==> config.mk <==
export PLATFORM = sky130hd
export DESIGN_NAME = sgw_top
export DESIGN_NICKNAME = d
export VERILOG_FILES = /design/src/hdl/sgw_pkg.sv /design/src/hdl/sgw_wdg_if.sv /design/src/hdl/sgw_watchdog.sv /design/src/hdl/sgw_top.sv
export SDC_FILE = /design/constraint.sdc
export NUM_CORES = 1
export LEC_CHECK = 0
export BUFFER_PORTS_ARGS = -buffer_cell sky130_fd_sc_hd__buf_2
export CAP_MARGIN = 20
export CORE_MARGIN = 1.5
export CORE_UTILIZATION = 45
export CTS_CLUSTER_DIAMETER = 150
export DETAILED_ROUTE_END_ITERATION = 8
export GPL_ROUTABILITY_DRIVEN = 0
export GPL_TIMING_DRIVEN = 0
export HOLD_SLACK_MARGIN = 0.15
export PLACE_DENSITY = 0.75
export SYNTH_ARGS = -nofsm -noshare
export SYNTH_HDL_FRONTEND = slang
export SYNTH_HIERARCHICAL = 1
export SYNTH_SLANG_ARGS = --single-unit
==> constraint.sdc <==
create_clock -name clk -period 6.6 [get_ports clk]
set_clock_uncertainty 0.1 [all_clocks]
set_input_delay 0.33 -clock clk [delete_from_list [all_inputs] [get_ports clk]]
set_output_delay 0.33 -clock clk [all_outputs]
set_load 0.02 [all_outputs]
==> src/hdl/sgw_pkg.sv <==
// constants of the configuration port, gpio port and watchdog
package sgw_pkg;

  // ----------------------------------------------------------------
  // host i/o port addresses
  // ----------------------------------------------------------------
  localparam logic [15:0] IDX_PORT_A  = 16'h002e; // config_index_port, primary
  localparam logic [15:0] DAT_PORT_A  = 16'h002f; // config_data_port, primary
  localparam logic [15:0] IDX_PORT_B  = 16'h004e; // config_index_port, alternate
  localparam logic [15:0] DAT_PORT_B  = 16'h004f; // config_data_port, alternate

  // ----------------------------------------------------------------
  // unlock / lock keys
  // ----------------------------------------------------------------
  localparam logic [7:0]  KEY_ENTER   = 8'h87;
  localparam logic [7:0]  KEY_EXIT    = 8'haa;

  // ----------------------------------------------------------------
  // configuration register indices and device numbers
  // ----------------------------------------------------------------
  localparam logic [7:0]  IDX_DEV     = 8'h07; // logical_device_select
  localparam logic [7:0]  IDX_WD_ACT  = 8'h30; // watchdog_activate
  localparam logic [7:0]  IDX_DIR     = 8'hf0; // port_direction
  localparam logic [7:0]  IDX_DATA    = 8'hf1; // port_data
  localparam logic [7:0]  IDX_INV     = 8'hf2; // port_invert
  localparam logic [7:0]  IDX_WD_TMO  = 8'hf6; // watchdog_timeout
  localparam logic [7:0]  DEV_GPIO    = 8'h07;
  localparam logic [7:0]  DEV_WDOG    = 8'h08;

  // ----------------------------------------------------------------
  // reset values
  // ----------------------------------------------------------------
  localparam logic [7:0]  RST_DEV     = 8'h00;
  localparam logic [7:0]  RST_INDEX   = 8'h00;
  localparam logic [7:0]  RST_DIR     = 8'hff;
  localparam logic [7:0]  RST_DATA    = 8'h00;
  localparam logic [7:0]  RST_INV     = 8'h00;
  localparam logic [7:0]  RST_WD_ACT  = 8'h00;
  localparam logic [7:0]  RST_WD_TMO  = 8'h00;
  localparam logic [7:0]  RD_IDLE     = 8'hff; // read value of unmapped or locked access

  // ----------------------------------------------------------------
  // timing
  // ----------------------------------------------------------------
  localparam int unsigned CLK_HZ      = 200_000_000;
  localparam int unsigned SEC_TIME    = 1;                 // watchdog tick, seconds
  localparam int unsigned SEC_CYCLES  = CLK_HZ * SEC_TIME; // default prescale count
  localparam int unsigned RST_TIME_NS = 100;               // cpu reset pulse, ns
  localparam int unsigned CLK_NS      = 5;
  localparam int unsigned RST_CYCLES  = (RST_TIME_NS + CLK_NS - 1) / CLK_NS;

  // ----------------------------------------------------------------
  // configuration mode states, gray along enter path
  // ----------------------------------------------------------------
  typedef enum logic [1:0] {
    SGW_LOCKED = 2'b00,
    SGW_ARMED  = 2'b01,
    SGW_OPEN   = 2'b11
  } sgw_mode_t;

endpackage

==> src/hdl/sgw_wdg_if.sv <==
// link between configuration logic and watchdog counter
`timescale 1ns/10ps
interface sgw_wdg_if;
  logic       active;   // watchdog enabled
  logic [7:0] timeout;  // bcd seconds
  logic       kick;     // one-cycle reload request
  logic       expired;  // one-cycle expiry pulse

  modport cfg (output active, output timeout, output kick, input expired);
  modport wdg (input active, input timeout, input kick, output expired);
endinterface

==> src/hdl/sgw_watchdog.sv <==
// watchdog counter: bcd second timeout and cpu reset pulse
`timescale 1ns/10ps
module sgw_watchdog #(
  parameter int unsigned SEC_CYC = sgw_pkg::SEC_CYCLES
) (
  input  wire logic   clk,
  input  wire logic   rst,
  sgw_wdg_if.wdg      wd,
  output logic        cpu_rst
);

  // ----------------------------------------------------------------
  // counters
  // ----------------------------------------------------------------
  logic [31:0] pre_reg;
  logic [7:0]  secs_reg;
  logic [7:0]  pulse_reg;
  logic [7:0]  load_secs;
  logic        tick;
  logic        expire;

  // bcd timeout to binary seconds, 0x20 gives 20 s
  assign load_secs = 8'((wd.timeout[7:4] * 4'd10) + {4'h0, wd.timeout[3:0]});
  assign tick      = wd.active && (secs_reg != 8'h00) && (pre_reg == 32'(SEC_CYC - 1));
  assign expire    = tick && (secs_reg == 8'h01);
  assign wd.expired = expire;
  assign cpu_rst   = (pulse_reg != 8'h00);

  // prescaler runs only while armed; a kick restarts the whole period
  always_ff @(posedge clk or posedge rst) begin
    if (rst) begin
      pre_reg  <= 32'h0000_0000;
      secs_reg <= 8'h00;
    end else if (wd.kick || !wd.active || expire) begin
      pre_reg  <= 32'h0000_0000;
      secs_reg <= load_secs;
    end else if (tick) begin
      pre_reg  <= 32'h0000_0000;
      secs_reg <= secs_reg - 8'h01;
    end else if (secs_reg != 8'h00) begin
      pre_reg  <= pre_reg + 32'h0000_0001;
    end
  end

  // stretch expiry into a fixed-length cpu reset
  always_ff @(posedge clk or posedge rst) begin
    if (rst) begin
      pulse_reg <= 8'h00;
    end else if (expire) begin
      pulse_reg <= 8'(sgw_pkg::RST_CYCLES);
    end else if (pulse_reg != 8'h00) begin
      pulse_reg <= pulse_reg - 8'h01;
    end
  end

endmodule

==> src/hdl/sgw_top.sv <==
// configuration port with unlock, gpio logical device and watchdog device
`timescale 1ns/10ps
module sgw_top #(
  parameter int unsigned SEC_CYC = sgw_pkg::SEC_CYCLES
) (
  input  wire logic        clk,
  input  wire logic        rst,
  input  wire logic [15:0] io_addr,
  input  wire logic        io_wr,
  input  wire logic        io_rd,
  input  wire logic [7:0]  io_wdata,
  output logic      [7:0]  io_rdata,
  output logic             io_rvalid,
  input  wire logic        alt_base,
  input  wire logic [7:0]  gp_lines_in,
  output logic      [7:0]  gp_lines_out,
  output logic      [7:0]  gp_lines_oe,
  output logic             cfg_mode,
  output logic             cpu_rst
);

  // ----------------------------------------------------------------
  // decode helper
  // ----------------------------------------------------------------
  // true when the current index and device number select a register
  function automatic logic reg_sel(input logic [7:0] idx, input logic [7:0] dev,
                                   input logic [7:0] want_idx, input logic [7:0] want_dev);
    reg_sel = (idx == want_idx) && (dev == want_dev);
  endfunction

  // ----------------------------------------------------------------
  // pin synchronisers, three stages, change taken when stages 2 and 3 agree
  // ----------------------------------------------------------------
  logic [8:0] s1_reg;
  logic [8:0] s2_reg;
  logic [8:0] s3_reg;
  logic [8:0] pin_reg;
  logic [8:0] pin_next;

  // raw capture chain
  always_ff @(posedge clk or posedge rst) begin
    if (rst) begin
      s1_reg <= 9'h000;
      s2_reg <= 9'h000;
      s3_reg <= 9'h000;
    end else begin
      s1_reg <= {alt_base, gp_lines_in};
      s2_reg <= s1_reg;
      s3_reg <= s2_reg;
    end
  end

  // per-bit acceptance once the two late stages agree
  genvar gi;
  generate
    for (gi = 0; gi < 9; gi++) begin : g_pin
      assign pin_next[gi] = (s2_reg[gi] == s3_reg[gi]) ? s3_reg[gi] : pin_reg[gi];
    end
  endgenerate

  // filtered pin levels
  always_ff @(posedge clk or posedge rst) begin
    if (rst) begin
      pin_reg <= 9'h000;
    end else begin
      pin_reg <= pin_next;
    end
  end

  // ----------------------------------------------------------------
  // port address decode
  // ----------------------------------------------------------------
  logic alt_sel;
  logic idx_hit;
  logic dat_hit;
  logic idx_wr;
  logic dat_wr;
  logic dat_rd;

  assign alt_sel = pin_reg[8];
  assign idx_hit = io_addr == (alt_sel ? sgw_pkg::IDX_PORT_B : sgw_pkg::IDX_PORT_A);
  assign dat_hit = io_addr == (alt_sel ? sgw_pkg::DAT_PORT_B : sgw_pkg::DAT_PORT_A);
  assign idx_wr  = io_wr && idx_hit;
  assign dat_wr  = io_wr && dat_hit;
  assign dat_rd  = io_rd && dat_hit;

  // ----------------------------------------------------------------
  // configuration mode sequencer
  // ----------------------------------------------------------------
  sgw_pkg::sgw_mode_t mode_reg;
  sgw_pkg::sgw_mode_t mode_next;
  logic               key_enter;

  assign key_enter = (io_wdata == sgw_pkg::KEY_ENTER);

  // two enter keys in a row open; any other index write breaks the pair
  always_comb begin
    mode_next = mode_reg;
    case (mode_reg)
      sgw_pkg::SGW_LOCKED: begin
        if (idx_wr && key_enter) begin
          mode_next = sgw_pkg::SGW_ARMED;
        end
      end
      sgw_pkg::SGW_ARMED: begin
        if (idx_wr) begin
          mode_next = key_enter ? sgw_pkg::SGW_OPEN : sgw_pkg::SGW_LOCKED;
        end
      end
      sgw_pkg::SGW_OPEN: begin
        if (idx_wr && (io_wdata == sgw_pkg::KEY_EXIT)) begin
          mode_next = sgw_pkg::SGW_LOCKED;
        end
      end
      default: begin
        mode_next = sgw_pkg::SGW_LOCKED;
      end
    endcase
  end

  // mode state
  always_ff @(posedge clk or posedge rst) begin
    if (rst) begin
      mode_reg <= sgw_pkg::SGW_LOCKED;
    end else begin
      mode_reg <= mode_next;
    end
  end

  logic is_open;
  assign is_open  = (mode_reg == sgw_pkg::SGW_OPEN);
  assign cfg_mode = is_open;

  // ----------------------------------------------------------------
  // index register
  // ----------------------------------------------------------------
  logic [7:0] index_reg;

  // index held until the next index write while open; exit key is not stored
  always_ff @(posedge clk or posedge rst) begin
    if (rst) begin
      index_reg <= sgw_pkg::RST_INDEX;
    end else if (idx_wr && is_open && (io_wdata != sgw_pkg::KEY_EXIT)) begin
      index_reg <= io_wdata;
    end
  end

  // ----------------------------------------------------------------
  // configuration register selects
  // ----------------------------------------------------------------
  logic [7:0] dev_reg;
  logic       cfg_wr;
  logic       sel_dev;
  logic       sel_dir;
  logic       sel_data;
  logic       sel_inv;
  logic       sel_wact;
  logic       sel_wtmo;

  assign cfg_wr   = dat_wr && is_open;
  assign sel_dev  = (index_reg == sgw_pkg::IDX_DEV);
  assign sel_dir  = reg_sel(index_reg, dev_reg, sgw_pkg::IDX_DIR, sgw_pkg::DEV_GPIO);
  assign sel_data = reg_sel(index_reg, dev_reg, sgw_pkg::IDX_DATA, sgw_pkg::DEV_GPIO);
  assign sel_inv  = reg_sel(index_reg, dev_reg, sgw_pkg::IDX_INV, sgw_pkg::DEV_GPIO);
  assign sel_wact = reg_sel(index_reg, dev_reg, sgw_pkg::IDX_WD_ACT, sgw_pkg::DEV_WDOG);
  assign sel_wtmo = reg_sel(index_reg, dev_reg, sgw_pkg::IDX_WD_TMO, sgw_pkg::DEV_WDOG);

  // per-register write enables
  logic       dev_we;
  logic       dir_we;
  logic       data_we;
  logic       inv_we;
  logic       wact_we;
  logic       wtmo_we;

  // each enable is live only for an open data port write to its own index
  assign dev_we   = cfg_wr && sel_dev;
  assign dir_we   = cfg_wr && sel_dir;
  assign data_we  = cfg_wr && sel_data;
  assign inv_we   = cfg_wr && sel_inv;
  assign wact_we  = cfg_wr && sel_wact;
  assign wtmo_we  = cfg_wr && sel_wtmo;

  // ----------------------------------------------------------------
  // configuration registers
  // ----------------------------------------------------------------
  logic [7:0] dir_reg;
  logic [7:0] data_reg;
  logic [7:0] data_next;
  logic [7:0] inv_reg;
  logic [7:0] wact_reg;
  logic [7:0] wtmo_reg;

  // only output lines take written data; input bits keep their old value
  assign data_next = (io_wdata & ~dir_reg) | (data_reg & dir_reg);

  // logical device number
  always_ff @(posedge clk or posedge rst) begin
    if (rst) begin
      dev_reg <= sgw_pkg::RST_DEV;
    end else if (dev_we) begin
      dev_reg <= io_wdata;
    end
  end

  // gpio direction, data and inversion
  always_ff @(posedge clk or posedge rst) begin
    if (rst) begin
      dir_reg  <= sgw_pkg::RST_DIR;
      data_reg <= sgw_pkg::RST_DATA;
      inv_reg  <= sgw_pkg::RST_INV;
    end else begin
      dir_reg  <= dir_we ? io_wdata : dir_reg;
      data_reg <= data_we ? data_next : data_reg;
      inv_reg  <= inv_we ? io_wdata : inv_reg;
    end
  end

  // watchdog enable and timeout
  always_ff @(posedge clk or posedge rst) begin
    if (rst) begin
      wact_reg <= sgw_pkg::RST_WD_ACT;
      wtmo_reg <= sgw_pkg::RST_WD_TMO;
    end else begin
      wact_reg <= wact_we ? io_wdata : wact_reg;
      wtmo_reg <= wtmo_we ? io_wdata : wtmo_reg;
    end
  end

  // ----------------------------------------------------------------
  // gpio pins
  // ----------------------------------------------------------------
  logic [7:0] pin_view;

  assign gp_lines_out = data_reg ^ inv_reg;
  assign gp_lines_oe  = ~dir_reg;
  assign pin_view     = pin_reg[7:0] ^ inv_reg;

  // ----------------------------------------------------------------
  // read path
  // ----------------------------------------------------------------
  logic [7:0] cfg_rdata;
  logic [7:0] gp_rdata;

  // input lines report the pin, output lines the stored data
  assign gp_rdata  = (pin_view & dir_reg) | (data_reg & ~dir_reg);
  assign cfg_rdata = sel_dev  ? dev_reg :
                     sel_dir  ? dir_reg :
                     sel_data ? gp_rdata :
                     sel_inv  ? inv_reg :
                     sel_wact ? wact_reg :
                     sel_wtmo ? wtmo_reg : sgw_pkg::RD_IDLE;

  // answer every read strobe one cycle later
  always_ff @(posedge clk or posedge rst) begin
    if (rst) begin
      io_rdata  <= sgw_pkg::RD_IDLE;
      io_rvalid <= 1'b0;
    end else begin
      io_rvalid <= io_rd;
      if (io_rd) begin
        io_rdata <= (dat_rd && is_open) ? cfg_rdata : sgw_pkg::RD_IDLE;
      end
    end
  end

  // ----------------------------------------------------------------
  // watchdog
  // ----------------------------------------------------------------
  sgw_wdg_if wd_link ();

  assign wd_link.active  = wact_reg[0];
  assign wd_link.timeout = wtmo_reg;
  // rewriting timeout or enable services the counter
  assign wd_link.kick    = wact_we || wtmo_we;

  sgw_watchdog #(
    .SEC_CYC (SEC_CYC)
  ) sgw_watchdog_inst (
    .clk     (clk),
    .rst     (rst),
    .wd      (wd_link.wdg),
    .cpu_rst (cpu_rst)
  );

endmodule

Word-level counts from Yosys, hierarchy flattened
Index checks and enable logic that the tools add are counted.
Widths: inputs -> output; s select.
{"block": "op_classes", "n_eq_ne": 29, "n_mul": 1, "bitwise": 9, "add_sub_neg": 4, "n_reduce_logical": 34, "mux": 21}
{"cell": "$mux 32", "n": 3}
{"cell": "$mux 8", "n": 11}
{"cell": "$eq 8x8->1 const B", "n": 6}
{"cell": "$add 32x1->32 const B", "n": 1}
{"cell": "$and 8x8->8", "n": 4}
{"cell": "$eq 16x7->1", "n": 2}
{"cell": "$eq 32x28->1 const B", "n": 1}
{"cell": "$logic_and 1x1->1", "n": 23}
{"cell": "$eq 8x3->1 const B", "n": 2}
{"cell": "$or 8x8->8", "n": 2}
{"cell": "$reduce_bool 8->1", "n": 2}
{"cell": "$sub 8x1->8 const B", "n": 2}
{"cell": "$xor 8x8->8", "n": 2}
{"cell": "$mux 7", "n": 2}
{"cell": "$eq 1x1->1", "n": 9}
{"cell": "$add 8x4->8", "n": 1}
{"cell": "$eq 8x1->1 const B", "n": 1}
{"cell": "$eq 8x4->1 const B", "n": 1}
{"cell": "$eq 8x6->1 const B", "n": 1}
{"cell": "$mux 2", "n": 4}
{"cell": "$ne 8x8->1 const B", "n": 1}
{"cell": "$not 8->8", "n": 1}
{"cell": "$mul 4x3->7 const B", "n": 1}
{"cell": "$pmux 2 s3", "n": 1}
{"cell": "10 further kinds", "n": 14}
{"block": "word_totals", "wordCells": 123, "regBits": 151, "input_bits": 37}

Depth between registers and ports, before layout
{"block": "logic_depth", "word_depth": 9, "depth_mapped": 10}

Modules after synthesis
The synthesis kept the hierarchy.
{"module": "sgw_top", "cells_each": 383, "instances": 1, "area_per_inst_um2": 4463.0}
{"module": "sgw_watchdog", "cells_each": 308, "instances": 1, "area_per_inst_um2": 2951.6}

Worst setup path after synthesis
Ideal clock, no wire load.
{"block": "synth_timing", "path_type": "reg-to-reg", "start": "register dev_reg[5]", "end": "register sgw_watchdog_inst.secs_reg[5]", "path_stages_with_launch": 11, "arrival_ns": 2.123, "required_time_ns": 6.370, "setup_time_ns": 0.130, "path_slack_ns": 4.247, "path_cell_list": "dfrtp_1 nor4_2 nand4b_2 nor2_4 nand2_2 o31ai_1 nand2b_1 buf_2 nor2_2 nor3_1 a211oi_1"}
{"block": "synth_between", "elab_chain_len": 7}
{"item": "start: declaration", "line": "sgw_top.sv:151", "rtl": "logic [7:0] dev_reg;"}
{"item": "start signal: assignment", "line": "sgw_top.sv:200", "rtl": "dev_reg <= sgw_pkg::RST_DEV;"}
{"item": "start signal: assignment", "line": "sgw_top.sv:202", "rtl": "dev_reg <= io_wdata;"}
{"item": "$eq 8x4->1 (*)", "line": "sgw_top.sv:28", "rtl": "reg_sel = (idx == want_idx) && (dev == want_dev);"}
{"item": "$logic_and 1x1->1", "line": "sgw_top.sv:28"}
{"item": "$logic_and 1x1->1 (on tied branches)", "line": "sgw_top.sv:181, sgw_top.sv:182"}
{"item": "$logic_or 1x1->1 (*)", "line": "sgw_top.sv:275", "rtl": "assign wd_link.kick = wact_we || wtmo_we;"}
{"item": "via wd_link.kick", "line": "sgw_wdg_if.sv:6", "rtl": "logic kick;"}
{"item": "$logic_or 1x1->1 (*) (2 in a row)", "line": "sgw_watchdog.sv:34", "rtl": "end else if (wd.kick || !wd.active || expire) begin"}
{"item": "$mux 8 / $reduce_bool 2->1 (equally long branches)"}
{"item": "end signal: assignment", "line": "sgw_watchdog.sv:36", "rtl": "secs_reg <= load_secs;"}
{"item": "end signal: assignment", "line": "sgw_watchdog.sv:39", "rtl": "secs_reg <= secs_reg - 8'h01;"}
{"item": "end: declaration", "line": "sgw_watchdog.sv:16", "rtl": "logic [7:0] secs_reg;"}
The timed path passes the listed nets; every way through them passes the cells marked *.
A chain may end at the register's enable or synchronous reset.

Worst setup path after layout
{"block": "layout_timing", "start": "register dev_reg[5]", "end": "register sgw_watchdog_inst.pre_reg[26]"}
{"block": "layout_between", "elab_chain_len": 7}
{"item": "$eq 8x4->1 (*)", "line": "sgw_top.sv:28"}
{"item": "$logic_and 1x1->1", "line": "sgw_top.sv:28"}
{"item": "$logic_and 1x1->1 (on tied branches)", "line": "sgw_top.sv:181, sgw_top.sv:182"}
{"item": "$logic_or 1x1->1 (*)", "line": "sgw_top.sv:275"}
{"item": "via wd_link.kick", "line": "sgw_wdg_if.sv:6"}
{"item": "$logic_or 1x1->1 (*) (2 in a row)", "line": "sgw_watchdog.sv:34"}
{"item": "$reduce_bool 3->1 (no line) / $mux 32 (equally long branches)"}
{"item": "end signal: assignment", "line": "sgw_watchdog.sv:41", "rtl": "pre_reg <= pre_reg + 32'h0000_0001;"}
{"item": "end: declaration", "line": "sgw_watchdog.sv:15", "rtl": "logic [31:0] pre_reg;"}
Marked as above.

==> results.cfg <==
[hold_path]
hold_path.class = in2reg

[timing]
maxSlewHeadroom_pct = 34.5
period_share_pct = 46.7
finalSetupViolCount = 0
hold_viol = 0
rsz0062_at_grt = false
worstMarginPinSlew_ns = 0.975
fin_crit_ns = 3.08
holdWs_ns = 0.175
fin_setup_tns_ns = 0
slew_violations = 0
max_freq_ghz = 0.325

[yosys]
synth_area_um2 = 7400
synth_warnings = 6
syn_inst = 689
synth_area_per_cell_um2 = 10.7
synth_fp_nets = 739

[worst_setup_path]
critical_path_class = reg2reg
start_kind = register
critPathMaxFanout = 10
worstSetupEndpointType = register
critPathRequiredTime_ns = 6.81
cp.arrival_ns = 3.29

[layout]
layout_common_cells = 135 x dfrtp_1, 77 x nor2_1, 67 x buf_2
layout_commonest_cell = dfrtp_1
areaGrowthSynthToFinish_pct = 18.9
drive_above_1_share_pct = 23.8
postLayoutCellArea_um2 = 8810
fin_nets = 836
diodes = 0
fillers = 1394
largest_reg_flops = 32

[routing]
drt_iter0_drc = 381
drc = 0
vias_per_cell = 5.48
wl_per_cell_um = 16.1
wirelength_mm = 16.4
ant_nets = 0
vias = 5565
first_pass_iters = 5

[floorplan]
io-pin-count = 64
rows = 46
initial_utilization_pct = 46.3
die_y_um = 131
die_area_um2 = 17200
die_x_um = 131
core-area_um2 = 16000

[clocking]
cts_tree = built
clk_latency_ns = 0.43
cts.sinks = 151
cts_buffer_depth = 2
cts_made_buffers = 17
postCtsHoldBufs = 16
cts_resized = 0
cts_root_buf = clkbuf_16
htree_levels = 4
cts.reportedPaths.clkPinSlew_ns = 0.07
cts_setup_buffers = 0

[placed_design]
hpwlAfterDp_mm = 11.3
port_buffers = 60
place_area_um2 = 8020

[global_routing]
grtUsageMet1_pct = 25.1
grt_pass1_wl_mm = 27.3
grtUsageMet2_pct = 34.0
grt_max_degree = 67
met3_usage_pct = 4.36
grtUsageTotal_pct = 19.8
top_usage_layer = met2
grt_remaining_overflow = 0
antenna_found_initial = 0
grt_pass1_vias = 5455

[status]
status = completed

[run]
max_cap_viol_count = 0

[power_and_ir_drop]
power_density_nw_per_um2 = 229
leakage_nw = 4.03
vdd_drop_max_v = 0.000189
## metrics by stage
stage,utilization (%),setup slack (ns),std cells,total power (W)
6_report,55.0,3.52,1015,0.00201
2_1_floorplan,-,3.49,689,0.000990
3_3_place_gp,49.8,2.33,965,0.00101
3_5_place_dp,50.1,3.65,967,0.00102
4_1_cts,55.0,3.57,1015,0.00204
5_1_grt,55.0,3.37,1015,0.00208
## critical path, cell delays in order, from the launching register on
cell and delay (ns):
dfrtp_1 0.42, nor4_2 0.44, nand4b_2 0.30, nor2_4 0.31
nand2_2 0.15, o31ai_1 0.46, nor2b_1 0.29, nand2b_4 0.17
buf_2 0.23, nor2_1 0.08
## power breakdown
part           switching [W]  internal [W]
Sequential        0.00000827      0.000940
Clock               0.000455      0.000549
Combinational      0.0000360     0.0000251
Total               0.000499       0.00151
## per-layer routing
layer | wire length, µm | part of all wire, %
met5 | 0 | 0
met3 | 602 | 3.7
met1 | 7340 | 45
met2 | 8140 | 50
met4 | 285 | 1.7
## area by class of cell
cell class	count	area (µm²)	share of cell area (%)
clock buffer	17	425	4.83
inverter	27	104	1.18
multi-input combinational	485	3360	38.2
tap	216	270	3.07
clock inverter	15	196	2.23
buffer	26	140	1.59
sequential	151	3800	43.1
timing repair buffer	78	508	5.77
## worst paths after layout
kind | startpoint | to | slack (ns) | cells after the start
worst max-delay path | dev_reg[5] | sgw_watchdog_inst/pre_reg[26] | 3.52 | 9
worst min-delay path | io_addr[0] | mode_reg[0] | 0.18 | 3
worst max register to register | dev_reg[5] | sgw_watchdog_inst/pre_reg[26] | 3.52 | 9
worst min register to register | s1_reg[2] | s2_reg[2] | 0.25 | 0
max in group asynchronous | rst | io_rdata[2] | 5.27 | 4
min in group asynchronous | rst | sgw_watchdog_inst/secs_reg[2] | 0.36 | 3
Power figures use the tool's default switching activity.
